### src/shared/fpc_defs.svh
`ifndef FPC_DEFS_SVH
`define FPC_DEFS_SVH

`define FPC_CMD_READ 8'h00
`define FPC_CMD_PROG 8'h40
`define FPC_CMD_ERASE 8'h20
`define FPC_CMD_STAT 8'h71
`define FPC_PAGE_BYTES 8'h80
`define FPC_PAGE_LAST 7'h7F
`define FPC_ST_END 7
`define FPC_ST_CMDERR 6
`define FPC_ST_PRGERR 5
`define FPC_ST_ERSERR 4
`define FPC_ST_RETRY 1
`define FPC_ST_ADRERR 0
`define FPC_ST_RESET 8'h00
`define FPC_NXTC_US 20
`define FPC_CLK_MHZ 10
`define FPC_NXTC_CYC (`FPC_NXTC_US * `FPC_CLK_MHZ)
`define FPC_ADDR_W 18
`define FPC_ADDR_MAX 18'h3FFFF
`define FPC_BUSY_CYC 16'h0100
`define FPC_CNT_ONE 16'h0001
`define FPC_CNT_ZERO 16'h0000
`define FPC_RETRY_MAX 4'h3
`define FPC_REG_STAT 12'h000
`define FPC_REG_MASK 12'h004
`define FPC_REG_LIVE 12'h008

`endif

### src/shared/fpc_pkg.sv
package fpc_pkg;
    typedef enum logic [2:0] {
        FPC_IDLE = 3'b000,
        FPC_ERASE2 = 3'b001,
        FPC_STAT2 = 3'b010,
        FPC_PAGE = 3'b011,
        FPC_BUSY = 3'b100,
        FPC_READ = 3'b101,
        FPC_STATRD = 3'b110
    } fpc_state_e;
    typedef enum logic [1:0] {
        FPC_OP_NONE = 2'b00,
        FPC_OP_PROG = 2'b01,
        FPC_OP_ERASE = 2'b10
    } fpc_op_e;
endpackage

### src/hdl/fpc_wr_strobe.sv
`timescale 1ns/1ps
`default_nettype none
// Turns the write-enable pulse into a one-cycle write event at its rising edge
module fpc_wr_strobe (
    input wire logic sys_clk,
    input wire logic rst,
    input wire logic ce_n,
    input wire logic we_n,
    input wire logic [7:0] din,
    input wire logic [17:0] ain,
    output logic wr_evt,
    output logic [7:0] wr_data,
    output logic [17:0] wr_addr
);
    logic we_q;
    logic next_we_q;
    logic [7:0] next_wr_data;
    logic [17:0] next_wr_addr;
    logic next_wr_evt;
    always_comb begin
        next_we_q = we_n | ce_n;
        next_wr_evt = ~we_q & next_we_q & ~ce_n;
        next_wr_data = next_wr_evt ? din : wr_data;
        next_wr_addr = next_wr_evt ? ain : wr_addr;
    end
    always_ff @(posedge sys_clk) begin
        if (rst) begin
            we_q <= 1'b1;
            wr_evt <= 1'b0;
            wr_data <= 8'h00;
            wr_addr <= 18'h00000;
        end else begin
            we_q <= next_we_q;
            wr_evt <= next_wr_evt;
            wr_data <= next_wr_data;
            wr_addr <= next_wr_addr;
        end
    end
endmodule
`default_nettype wire

### src/hdl/fpc_apb_irq.sv
`timescale 1ns/1ps
`default_nettype none
`include "fpc_defs.svh"
// APB slave: 0x0 status (W1C), 0x4 mask, 0x8 live status byte
module fpc_apb_irq (
    input wire logic sys_clk,
    input wire logic rst,
    input wire logic psel,
    input wire logic penable,
    input wire logic pwrite,
    input wire logic [11:0] paddr,
    input wire logic [31:0] pwdata,
    output logic [31:0] prdata,
    output logic pready,
    output logic pslverr,
    input wire logic [2:0] evt,
    input wire logic [7:0] live_status,
    output logic irq
);
    logic [2:0] sticky;
    logic [2:0] mask;
    logic [2:0] next_sticky;
    logic [2:0] next_mask;
    logic [31:0] next_prdata;
    logic acc;
    logic hit;
    always_comb begin
        acc = psel & penable;
        hit = (paddr == `FPC_REG_STAT) | (paddr == `FPC_REG_MASK) | (paddr == `FPC_REG_LIVE);
        next_mask = mask;
        next_sticky = sticky;
        next_prdata = prdata;
        if (acc & pwrite & (paddr == `FPC_REG_MASK)) begin
            next_mask = pwdata[2:0];
        end
        if (acc & pwrite & (paddr == `FPC_REG_STAT)) begin
            next_sticky = sticky & ~pwdata[2:0];
        end
        next_sticky = next_sticky | evt;
        // Read data latched in the setup cycle, stands through the access
        if (psel & ~penable) begin
            unique case (paddr)
                `FPC_REG_STAT: next_prdata = {29'h0, sticky};
                `FPC_REG_MASK: next_prdata = {29'h0, mask};
                `FPC_REG_LIVE: next_prdata = {24'h0, live_status};
                default: next_prdata = 32'h00000000;
            endcase
        end
        pready = 1'b1;
        pslverr = acc & ~hit;
        irq = |(sticky & mask);
    end
    always_ff @(posedge sys_clk) begin
        if (rst) begin
            sticky <= 3'h0;
            mask <= 3'h0;
            prdata <= 32'h00000000;
        end else begin
            sticky <= next_sticky;
            mask <= next_mask;
            prdata <= next_prdata;
        end
    end
endmodule
`default_nettype wire

### src/hdl/fpc_cmd_port.sv
// Our own choices: the register addresses and register access over APB.
`timescale 1ns/1ps
`default_nettype none
`include "fpc_defs.svh"
// Function
// - Program: code 40, then 128 address and data writes, 129 cycles.
// - Erase: two consecutive writes of code 20, then erasing starts.
// - Status read: two consecutive writes of code 71, then status byte output.
// - Memory read: write code 00, then reads return array data.
// - Status bit 7 is 0 on normal end, 1 on abnormal end.
// - Status bit 6 is 1 after a command error.
// - Status bit 5 flags program error, bit 4 erase error.
// - Status bit 1 flags retry overflow, bit 0 address error.
// - Status bits 3 and 2 undefined; programmer ignores them.
// - Status byte is all zero before any result.
// - While busy, data bit 7 polls busy or complete; here it is 0 while busy, then shows status bit 7, which is 0 on a normal end.
// - While busy, data bit 6 polls normal or abnormal end; here it is 1 once an attempt has failed, then shows status bit 6.
module fpc_cmd_port
    import fpc_pkg::*;
(
    input wire logic sys_clk,
    input wire logic rst,
    input wire logic ce_n,
    input wire logic we_n,
    input wire logic oe_n,
    input wire logic [17:0] addr,
    input wire logic [7:0] data_in,
    output logic [7:0] data_out,
    output logic data_oe,
    output logic mem_we,
    output logic [17:0] mem_addr,
    output logic [7:0] mem_wdata,
    input wire logic [7:0] mem_rdata,
    output logic mem_erase,
    input wire logic mem_fail,
    input wire logic psel,
    input wire logic penable,
    input wire logic pwrite,
    input wire logic [11:0] paddr,
    input wire logic [31:0] pwdata,
    output logic [31:0] prdata,
    output logic pready,
    output logic pslverr,
    output logic irq
);
    logic wr_evt;
    logic [7:0] wr_data;
    logic [17:0] wr_addr;
    fpc_state_e state;
    fpc_state_e next_state;
    fpc_op_e op;
    fpc_op_e next_op;
    logic [7:0] status;
    logic [7:0] next_status;
    logic [6:0] idx;
    logic [6:0] next_idx;
    logic [7:0] page [0:127];
    logic [17:0] base;
    logic [17:0] next_base;
    logic [15:0] cnt;
    logic [15:0] next_cnt;
    logic [3:0] retry;
    logic [3:0] next_retry;
    logic [7:0] next_data_out;
    logic done_evt;
    logic next_done_evt;
    logic cmderr_evt;
    logic next_cmderr_evt;
    logic [2:0] evt;

    function automatic logic is_code(input logic [7:0] d, input logic [7:0] code);
        is_code = (d == code);
    endfunction

    fpc_wr_strobe u_strobe (
        .sys_clk(sys_clk),
        .rst(rst),
        .ce_n(ce_n),
        .we_n(we_n),
        .din(data_in),
        .ain(addr),
        .wr_evt(wr_evt),
        .wr_data(wr_data),
        .wr_addr(wr_addr)
    );

    always_ff @(posedge sys_clk) begin
        if (wr_evt && state == FPC_PAGE) begin
            page[wr_addr[6:0]] <= wr_data;
        end
    end

    always_comb begin
        next_state = state;
        next_op = op;
        next_status = status;
        next_idx = idx;
        next_base = base;
        next_cnt = cnt;
        next_retry = retry;
        next_done_evt = 1'b0;
        next_cmderr_evt = 1'b0;
        mem_we = 1'b0;
        mem_erase = 1'b0;
        mem_addr = base | {11'h000, idx};
        mem_wdata = page[idx];
        // Read mode addresses the array straight from the pins
        if (state == FPC_READ) begin
            mem_addr = addr;
        end
        unique case (state)
            FPC_IDLE, FPC_READ, FPC_STATRD: begin
                if (wr_evt) begin
                    if (is_code(wr_data, `FPC_CMD_READ)) begin
                        next_state = FPC_READ;
                    end else if (is_code(wr_data, `FPC_CMD_PROG)) begin
                        next_state = FPC_PAGE;
                        next_idx = 7'h00;
                        next_status = `FPC_ST_RESET;
                    end else if (is_code(wr_data, `FPC_CMD_ERASE)) begin
                        next_state = FPC_ERASE2;
                    end else if (is_code(wr_data, `FPC_CMD_STAT)) begin
                        next_state = FPC_STAT2;
                    end else begin
                        next_state = FPC_IDLE;
                        next_status = `FPC_ST_RESET;
                        next_status[`FPC_ST_CMDERR] = 1'b1;
                        next_status[`FPC_ST_END] = 1'b1;
                        next_cmderr_evt = 1'b1;
                    end
                end
            end
            FPC_ERASE2, FPC_STAT2: begin
                if (wr_evt) begin
                    if (state == FPC_ERASE2 && is_code(wr_data, `FPC_CMD_ERASE)) begin
                        next_state = FPC_BUSY;
                        next_op = FPC_OP_ERASE;
                        next_cnt = `FPC_BUSY_CYC;
                        next_retry = 4'h0;
                        next_status = `FPC_ST_RESET;
                    end else if (state == FPC_STAT2 && is_code(wr_data, `FPC_CMD_STAT)) begin
                        next_state = FPC_STATRD;
                    end else begin
                        next_state = FPC_IDLE;
                        next_status = `FPC_ST_RESET;
                        next_status[`FPC_ST_CMDERR] = 1'b1;
                        next_status[`FPC_ST_END] = 1'b1;
                        next_cmderr_evt = 1'b1;
                    end
                end
            end
            FPC_PAGE: begin
                if (wr_evt) begin
                    if (idx == 7'h00) begin
                        next_base = wr_addr & ~{11'h000, `FPC_PAGE_LAST};
                    end else if ((wr_addr & ~{11'h000, `FPC_PAGE_LAST}) != base) begin
                        // Byte outside the page opened by the first byte
                        next_status[`FPC_ST_ADRERR] = 1'b1;
                    end
                    next_idx = idx + 7'h01;
                    if (idx == `FPC_PAGE_LAST) begin
                        next_state = FPC_BUSY;
                        next_op = FPC_OP_PROG;
                        next_idx = 7'h00;
                        next_cnt = `FPC_BUSY_CYC;
                        next_retry = 4'h0;
                    end
                end
            end
            FPC_BUSY: begin
                if (op == FPC_OP_PROG) begin
                    mem_we = 1'b1;
                end else begin
                    mem_erase = 1'b1;
                end
                next_idx = idx + 7'h01;
                next_cnt = cnt - `FPC_CNT_ONE;
                if (mem_fail) begin
                    next_retry = retry + 4'h1;
                    next_cnt = `FPC_BUSY_CYC;
                end
                if (cnt == `FPC_CNT_ONE || retry == `FPC_RETRY_MAX || status[`FPC_ST_ADRERR]) begin
                    next_state = FPC_STATRD;
                    next_done_evt = 1'b1;
                    if (retry == `FPC_RETRY_MAX) begin
                        next_status[`FPC_ST_RETRY] = 1'b1;
                        if (op == FPC_OP_PROG) begin
                            next_status[`FPC_ST_PRGERR] = 1'b1;
                        end else begin
                            next_status[`FPC_ST_ERSERR] = 1'b1;
                        end
                    end
                    next_status[`FPC_ST_END] = (retry == `FPC_RETRY_MAX)
                        | status[`FPC_ST_ADRERR];
                end
            end
            default: next_state = FPC_IDLE;
        endcase
        // Polling bits while busy: 7 low until done, 6 shows failure so far
        if (state == FPC_BUSY) begin
            next_data_out = {1'b0, (retry != 4'h0), 6'h00};
        end else if (state == FPC_READ) begin
            next_data_out = mem_rdata;
        end else begin
            next_data_out = status & 8'hF3;
        end
        data_oe = ~ce_n & ~oe_n & we_n;
        evt = {cmderr_evt, done_evt & status[`FPC_ST_END], done_evt};
    end

    always_ff @(posedge sys_clk) begin
        if (rst) begin
            state <= FPC_IDLE;
            op <= FPC_OP_NONE;
            status <= `FPC_ST_RESET;
            idx <= 7'h00;
            base <= 18'h00000;
            cnt <= `FPC_CNT_ZERO;
            retry <= 4'h0;
            data_out <= 8'h00;
            done_evt <= 1'b0;
            cmderr_evt <= 1'b0;
        end else begin
            state <= next_state;
            op <= next_op;
            status <= next_status;
            idx <= next_idx;
            base <= next_base;
            cnt <= next_cnt;
            retry <= next_retry;
            data_out <= next_data_out;
            done_evt <= next_done_evt;
            cmderr_evt <= next_cmderr_evt;
        end
    end

    fpc_apb_irq u_apb (
        .sys_clk(sys_clk),
        .rst(rst),
        .psel(psel),
        .penable(penable),
        .pwrite(pwrite),
        .paddr(paddr),
        .pwdata(pwdata),
        .prdata(prdata),
        .pready(pready),
        .pslverr(pslverr),
        .evt(evt),
        .live_status(status),
        .irq(irq)
    );
endmodule
`default_nettype wire

### config.mk
export PLATFORM = sky130hd
export DESIGN_NAME = fpc_cmd_port
export DESIGN_NICKNAME = d
export VERILOG_FILES = /design/src/shared/fpc_pkg.sv /design/src/hdl/fpc_wr_strobe.sv /design/src/hdl/fpc_apb_irq.sv /design/src/hdl/fpc_cmd_port.sv
export VERILOG_INCLUDE_DIRS = /design/src /design/src/shared
export SDC_FILE = /design/constraint.sdc
export NUM_CORES = 1
export LEC_CHECK = 0
export ABC_AREA = 0
export BUFFER_PORTS_ARGS = -buffer_cell sky130_fd_sc_hd__buf_4
export CAP_MARGIN = 10
export CORE_MARGIN = 1
export CORE_UTILIZATION = 64
export CTS_BUF_LIST = sky130_fd_sc_hd__clkbuf_2
export CTS_CLUSTER_DIAMETER = 150
export CTS_CLUSTER_SIZE = 24
export DETAILED_ROUTE_END_ITERATION = 8
export PLACE_DENSITY = 0.82
export SYNTH_ARGS = -nofsm -noshare
export SYNTH_HDL_FRONTEND = slang
export SYNTH_HIERARCHICAL = 1
export SYNTH_SLANG_ARGS = --single-unit
export TNS_END_PERCENT = 5
### constraint.sdc
create_clock -name sys_clk -period 4.54 [get_ports sys_clk]
set_input_delay 0.908 -clock sys_clk [delete_from_list [all_inputs] [get_ports sys_clk]]
set_output_delay 0.908 -clock sys_clk [all_outputs]
set_load 0.01 [all_outputs]
==> results of run 1 <==
==> kinds of logic after synthesis <==
logic type / synth area share, %
compound gates: 4.55
xor+xnor: 0.309
fa+ha+maj: 0.166
buf+inv: 2.44
flops: 72.7
mux: 12.7
other cells: 0.0249
simple gates: 7.17
==> worst max-delay path by stage <==
stage | startpoint | to | slack, ns | cells after the start
6_report | flip-flop | mem_wdata[7] | -0.30 | 11
5_1_grt | flip-flop | mem_wdata[3] | -0.43 | 11
4_1_cts | flip-flop | mem_wdata[0] | -0.26 | 10
3_5_place_dp | flip-flop | mem_wdata[4] | 0.41 | 8
3_3_place_gp | flip-flop | mem_wdata[4] | 0.45 | 8
2_1_floorplan | u_strobe/wr_data[6]$_SDFFE_PP0P_ | flip-flop | 1.17 | 6
==> metal layers <==
layer  wire, um  vias to the layer above  share of wire, %
met5         13                        -             0.012
met4       4670                        2               4.2
met3      11700                      302                11
met2      54200                     1754                49
met1      40200                    13100                36
li1           -                    10900                 -
==> worst max-delay path: cells and delay by family (launching register included) <==
family	cells	cell delay [ns]
multiplexers	1	0.51
AND/OR/NAND/NOR	3	0.66
flip-flops	1	0.48
AO/OA/AOI/OAI	2	0.30
buffers and inverters	5	0.65
==> power by group through the flow <==
stage / Clock (uW) / Sequential [uW] / Combinational (uW)
2_1_floorplan: 0 / 11500 / 527
3_3_place_gp: 0 / 11500 / 642
3_5_place_dp: 0 / 11500 / 661
4_1_cts: 3360 / 11300 / 850
5_1_grt: 3710 / 11300 / 927
6_report: 3390 / 11300 / 874
==> state kept, by name, indices dropped and copies added, names as in the netlist, 7 cells and up, named ones only <==
name and flops:
data_out 8, u_strobe/wr_data 8, u_strobe/wr_addr 18, u_apb/prdata 8, idx 7, page 1024, cnt 16, base 11
==> layout make-up <==
cell class	count	area, um^2
Clock inverter	3	58.8
Tap cell	940	1180
Antenna cell	7	17.5
Multi-Input combinational cell	1376	12300
Sequential cell	1132	33000
Inverter	18	67.6
Fill cell	3991	20000
Clock buffer	83	415
Timing Repair Buffer	308	3030
==> synthesized netlist by cell type, drive strengths merged, types with 12 or more instances <==
master,n
edfxtp,1024
nor2,234
mux4,160
mux2i,143
nand2,134
buf,112
dfxtp,108
o22ai,96
clkbuf,64
nand2b,64
mux2,63
a21oi,48
nor2b,47
nand3,44
a211oi,36
nor3,34
nor4,33
a22oi,27
inv,18
o21ai,18
or3,16
a22o,14
xor2,14
a311oi,12
==> what timing repair did <==
action / in CTS / in global routing
resized for setup: 167 / 31
gates cloned: 9 / 1
endpoints found under the hold margin: 56 / 0
pin swaps: 38 / 16
hold buffers: 56 / 0
buffers inserted: 33 / 3
setup endpoints to repair: 11 / 24
==> per-stage QoR <==
step	util (%)	hold slack, ns	instances
2_1_floorplan	-	0.419	2701
3_5_place_dp	67.5	0.467	3672
6_report	71.4	0.0716	3867
5_1_grt	71.4	0.00555	3864
4_1_cts	71.1	0.0200	3856
3_3_place_gp	67.5	0.454	3672
==> results.cfg, run 1 <==
[clocking]
htreeDepth = 2
cts_tree = yes
cts.clk_slew.worst_paths_ns = 0.39
cts_buffers = 53
insertion_delay_ns = 1.43
cts.path.max_buffers = 3
clock-sinks = 1132
root_buffer = clkbuf_2

[power]
vdd_drop_max_uv = 323
total_power_uw = 15600
powerDensity_nw_per_um2 = 311
swShare_pct = 21.4
p_int_uw = 12200
power.switching_uw = 3330
power.share.sequential_pct = 72.6
combPwrFrac_pct = 5.6
p_leak_uw = 0.0156
clkPwrFrac_pct = 21.8

[global_routing]
grt_util_met1_pct = 41.7
grtUsageMet3_pct = 6.51
grt_remaining_overflow = 0
antenna_found_initial = 4
grt_max_degree = 111
grt-busiest-layer = met2
grtUsageTotal_pct = 30.9
use_met2_pct = 50.1
grt_pass1_vias = 25500
grt_pass1_wl_um = 162000

[yosys]
synth_top_area_cell = edfxtp_1
synth_seq_area_share_pct = 72.7
ys_types = 76
synth_area_per_cell_um2 = 16.9
synthArstFlopShare_pct = 0
synth.ff_latch_count = 1132
yosysWarnings = 6
synthTopCellsByArea = edfxtp_1 (68%), mux4_2 (8.0%), dfxtp_1 (4.8%), mux2i_1 (3.2%), nor2_1 (1.9%)
syn_area_um2 = 45300
synthCells = 2677
synth_top_area_share_pct = 67.9
synthFlopType = edfxtp_1
synth_enable_flop_cells = 1024

[die]
ios = 159
die_x_um = 268
coreArea_um2 = 70000
rows = 97
die_area_um2 = 71800
die-height_um = 268
initial_core_util_pct = 64.7

[sta]
setup_ws_ns = -0.297
min_period_ns = 4.84
grt_setup_unrepaired = true
drv_slew = 0
skew_ns = 0.192
tns_ns = -2.14
tightest_slew_ns = 1.27
finalSetupViolations = 8
relSlewSlack_pct = 15.3
clock.fmax_ghz = 0.207
finalCritPeriodShare_pct = 107
hold_violations = 0

[finish]
mostFrequentLayoutCell = edfxtp_1
layout-drive-gt1-share_pct = 25.0
syn_to_final_growth_pct = 10.4
fin_nets = 2982
final_cell_mix = edfxtp_1 (1024), nor2_1 (230), buf_4 (203)
fin_area_um2 = 50000

[critical_path]
path_common_cell = buf_12
crit_chain = buf_12 > buf_12 > buf_12 > buf_4 > mux4_2 > o22ai_2 > nor4_1 > nand3_2 > o41ai_4 > or3_1 > buf_6
r2r_setup_slack_ns = 0.67
crit_fanout = 7
cp.required_ns = 3.63
r2r_end = page[60][6]$_DFFE_PP_
end_kind = output pin
worstPathArrival_ns = 3.93
r2r_cells = 6
timing.rr.start = state[0]$_SDFFE_PP0P_
cp_slowest_cell = mux4_2
slowest_delay_ns = 0.51
cp-start-kind = flip-flop
crit_type = reg -> out

[place]
dp_slack_ns = 0.408
post-dp-hpwl_um = 64400
portBuffers = 104
dpl-instance-area_um2 = 47300
routabilityCongestion = 0.874

[routing]
ant_nets = 0
vias = 26000
drc = 0
drt_wl_total_um = 111000
dr.pass1.iters = 5
drtIter0Drc = 3358
via_per_inst = 6.73
wl_per_cell_um = 28.6

[job]
drv_cap = 0

[hold_path]
hp-class = in -> reg
min_to = u_apb/prdata[1]$_SDFFE_PP0P_
whs_path_depth = 4
worstHoldStart = paddr[2]

[outcome]
failed_checks = setup timing
outcome = finished, violations left
(Power assumes the default switching activity.)
==> inputs of run 2 (changes only) <==
--- a/config.mk
+++ b/config.mk
@@ -11,7 +11,7 @@
 export CAP_MARGIN = 10
 export CORE_MARGIN = 1
 export CORE_UTILIZATION = 64
-export CTS_BUF_LIST = sky130_fd_sc_hd__clkbuf_2
+export CTS_BUF_LIST = sky130_fd_sc_hd__clkbuf_4
 export CTS_CLUSTER_DIAMETER = 150
 export CTS_CLUSTER_SIZE = 24
 export DETAILED_ROUTE_END_ITERATION = 8
==> run 2 against run 1 <==
  * Power rose by 1.1%
  * Fmax up 6.5%
  * The flow still finishes with violations (setup timing)
  * Cell count decreased by 2.0%
  * Global-route usage down 2.6 points
  * Combinational power decreased by 13%
  * Worst hold slack improved by 0.041 ns
  * Wire length decreased by 6.6%
  * Critical endpoint is now mem_wdata[1]
==> results.cfg, run 2 (synthesis gave the netlist of run 1 again) <==
[power]
p_leak_uw = 0.0151
total_power_uw = 15700
powerDensity_nw_per_um2 = 322
vdd_drop_max_uv = 328

[critical_path]
crit_type = reg -> out
timing.rr.start = state[0]$_SDFFE_PP0P_
worstPathArrival_ns = 3.63
end_kind = output pin
cp.required_ns = 3.63
crit_fanout = 31
cp-start-kind = flip-flop

[sta]
tightest_slew_ns = 1.26
setup_ws_ns = -0.00163
grt_setup_unrepaired = true
finalSetupViolations = 1
skew_ns = 0.104
min_period_ns = 4.54
clock.fmax_ghz = 0.220
hold_violations = 0
holdWs_ns = 0.113
relSlewSlack_pct = 16.2
drv_slew = 0
finalCritPeriodShare_pct = 100

[die]
die_x_um = 268
initial_core_util_pct = 64.7
rows = 97
die_area_um2 = 71800
die-height_um = 268
ios = 159
coreArea_um2 = 70000

[global_routing]
grt_max_degree = 111
grt_remaining_overflow = 0
grt_pass1_vias = 24100
antenna_found_initial = 3
grt_pass1_wl_um = 150000
grtUsageTotal_pct = 28.3

[clocking]
root_buffer = clkbuf_4
cts_tree = yes
insertion_delay_ns = 0.97
cts.clk_slew.worst_paths_ns = 0.25
holdBufCountCts = 0
clock-sinks = 1132
htreeDepth = 2
cts_buffers = 53
cts.path.max_buffers = 3

[hold_path]
hp-class = in -> reg
worstHoldStart = pwdata[0]

[job]
drv_cap = 0

[routing]
via_per_inst = 6.67
ant_nets = 0
drtIter0Drc = 3542
wl_per_cell_um = 27.3
drt_wl_total_um = 103000
drc = 0
vias = 25300
dr.pass1.iters = 6

[finish]
mostFrequentLayoutCell = edfxtp_1
largest_reg_flops = 1024
fillCellCount = 4253
final_cell_mix = edfxtp_1 (1024), nor2_1 (234), buf_4 (207)
fin_nets = 2909
layout-drive-gt1-share_pct = 22.8
final_util_pct = 69.7
syn_to_final_growth_pct = 7.79
fin_area_um2 = 48800

[place]
portBuffers = 104
routabilityCongestion = 0.874
dpl-instance-area_um2 = 47300
post-dp-hpwl_um = 64400
dp_slack_ns = 0.408

[outcome]
failed_checks = setup timing
outcome = finished, violations left
run 2: cell count changes in the layout (fill, tap and decap cells not counted), sizes merged:
| cell | change |
|---|---|
| buf | -17 |
| clkbuf | +3 |
| and4bb | -1 |
| dlygate4sd3 | -56 |
| diode | -5 |
| bufbuf | -2 |
run 2: metal layers:
| layer | wire length, um | track usage (%) |
|---|---|---|
| met2 | 50500 | 44.9 |
| met5 | 0 | 0 |
| met4 | 2580 | 8.46 |
| met3 | 11200 | 5.60 |
| met1 | 39200 | 40.5 |
run 2: area by class of cell:
class	instances	area, um^2	share of cell area, %
Antenna cell	2	5.00	0.0103
Multi-Input combinational cell	1375	11800	24.3
Inverter	18	67.6	0.138
Clock inverter	3	58.8	0.120
Tap cell	940	1180	2.41
Clock buffer	83	623	1.28
Sequential cell	1132	33000	67.5
Timing Repair Buffer	236	2090	4.29
run 2: final timing paths:
path	cells after the start	slack, ns	endpoint
min	2	0.11	u_apb/sticky[0]$_SDFF_PP0_
max	9	-0.002	mem_wdata[1]
max reg2reg	6	0.73	page[60][7]$_DFFE_PP_
min reg2reg	1	0.50	cnt[6]$_SDFFE_PP0P_
run 2: per-stage QoR:
step	std cells	setup TNS, ns
3_5_place_dp	3672	0
4_1_cts	3774	-0.0707
2_1_floorplan	2701	0
6_report	3789	-0.00163
5_1_grt	3789	-0.231
3_3_place_gp	3672	0
run 2: critical path, cell delays in order, from the launching register on:
cell	delay [ns]
dfxtp_4	0.54
buf_12	0.25
buf_4	0.24
mux2_2	0.18
o22ai_1	0.08
nor4_1	0.43
nand3_1	0.20
nor3_1	0.35
or3_1	0.23
buf_4	0.14
run 2: timing repair:
item | 4_1_cts | 5_1_grt
pin swaps | 2 | 5
setup buffers | 16 | 10
hold endpoints to repair | 0 | 0
endpoints found under the setup margin | 8 | 8
resized for setup | 47 | 49
cloned | 0 | 3
run 2: report_power, final:
group | total (uW) | switching, uW | internal, uW
Combinational | 759 | 381 | 378
Sequential | 11300 | 48.2 | 11200
Clock | 3700 | 2810 | 886
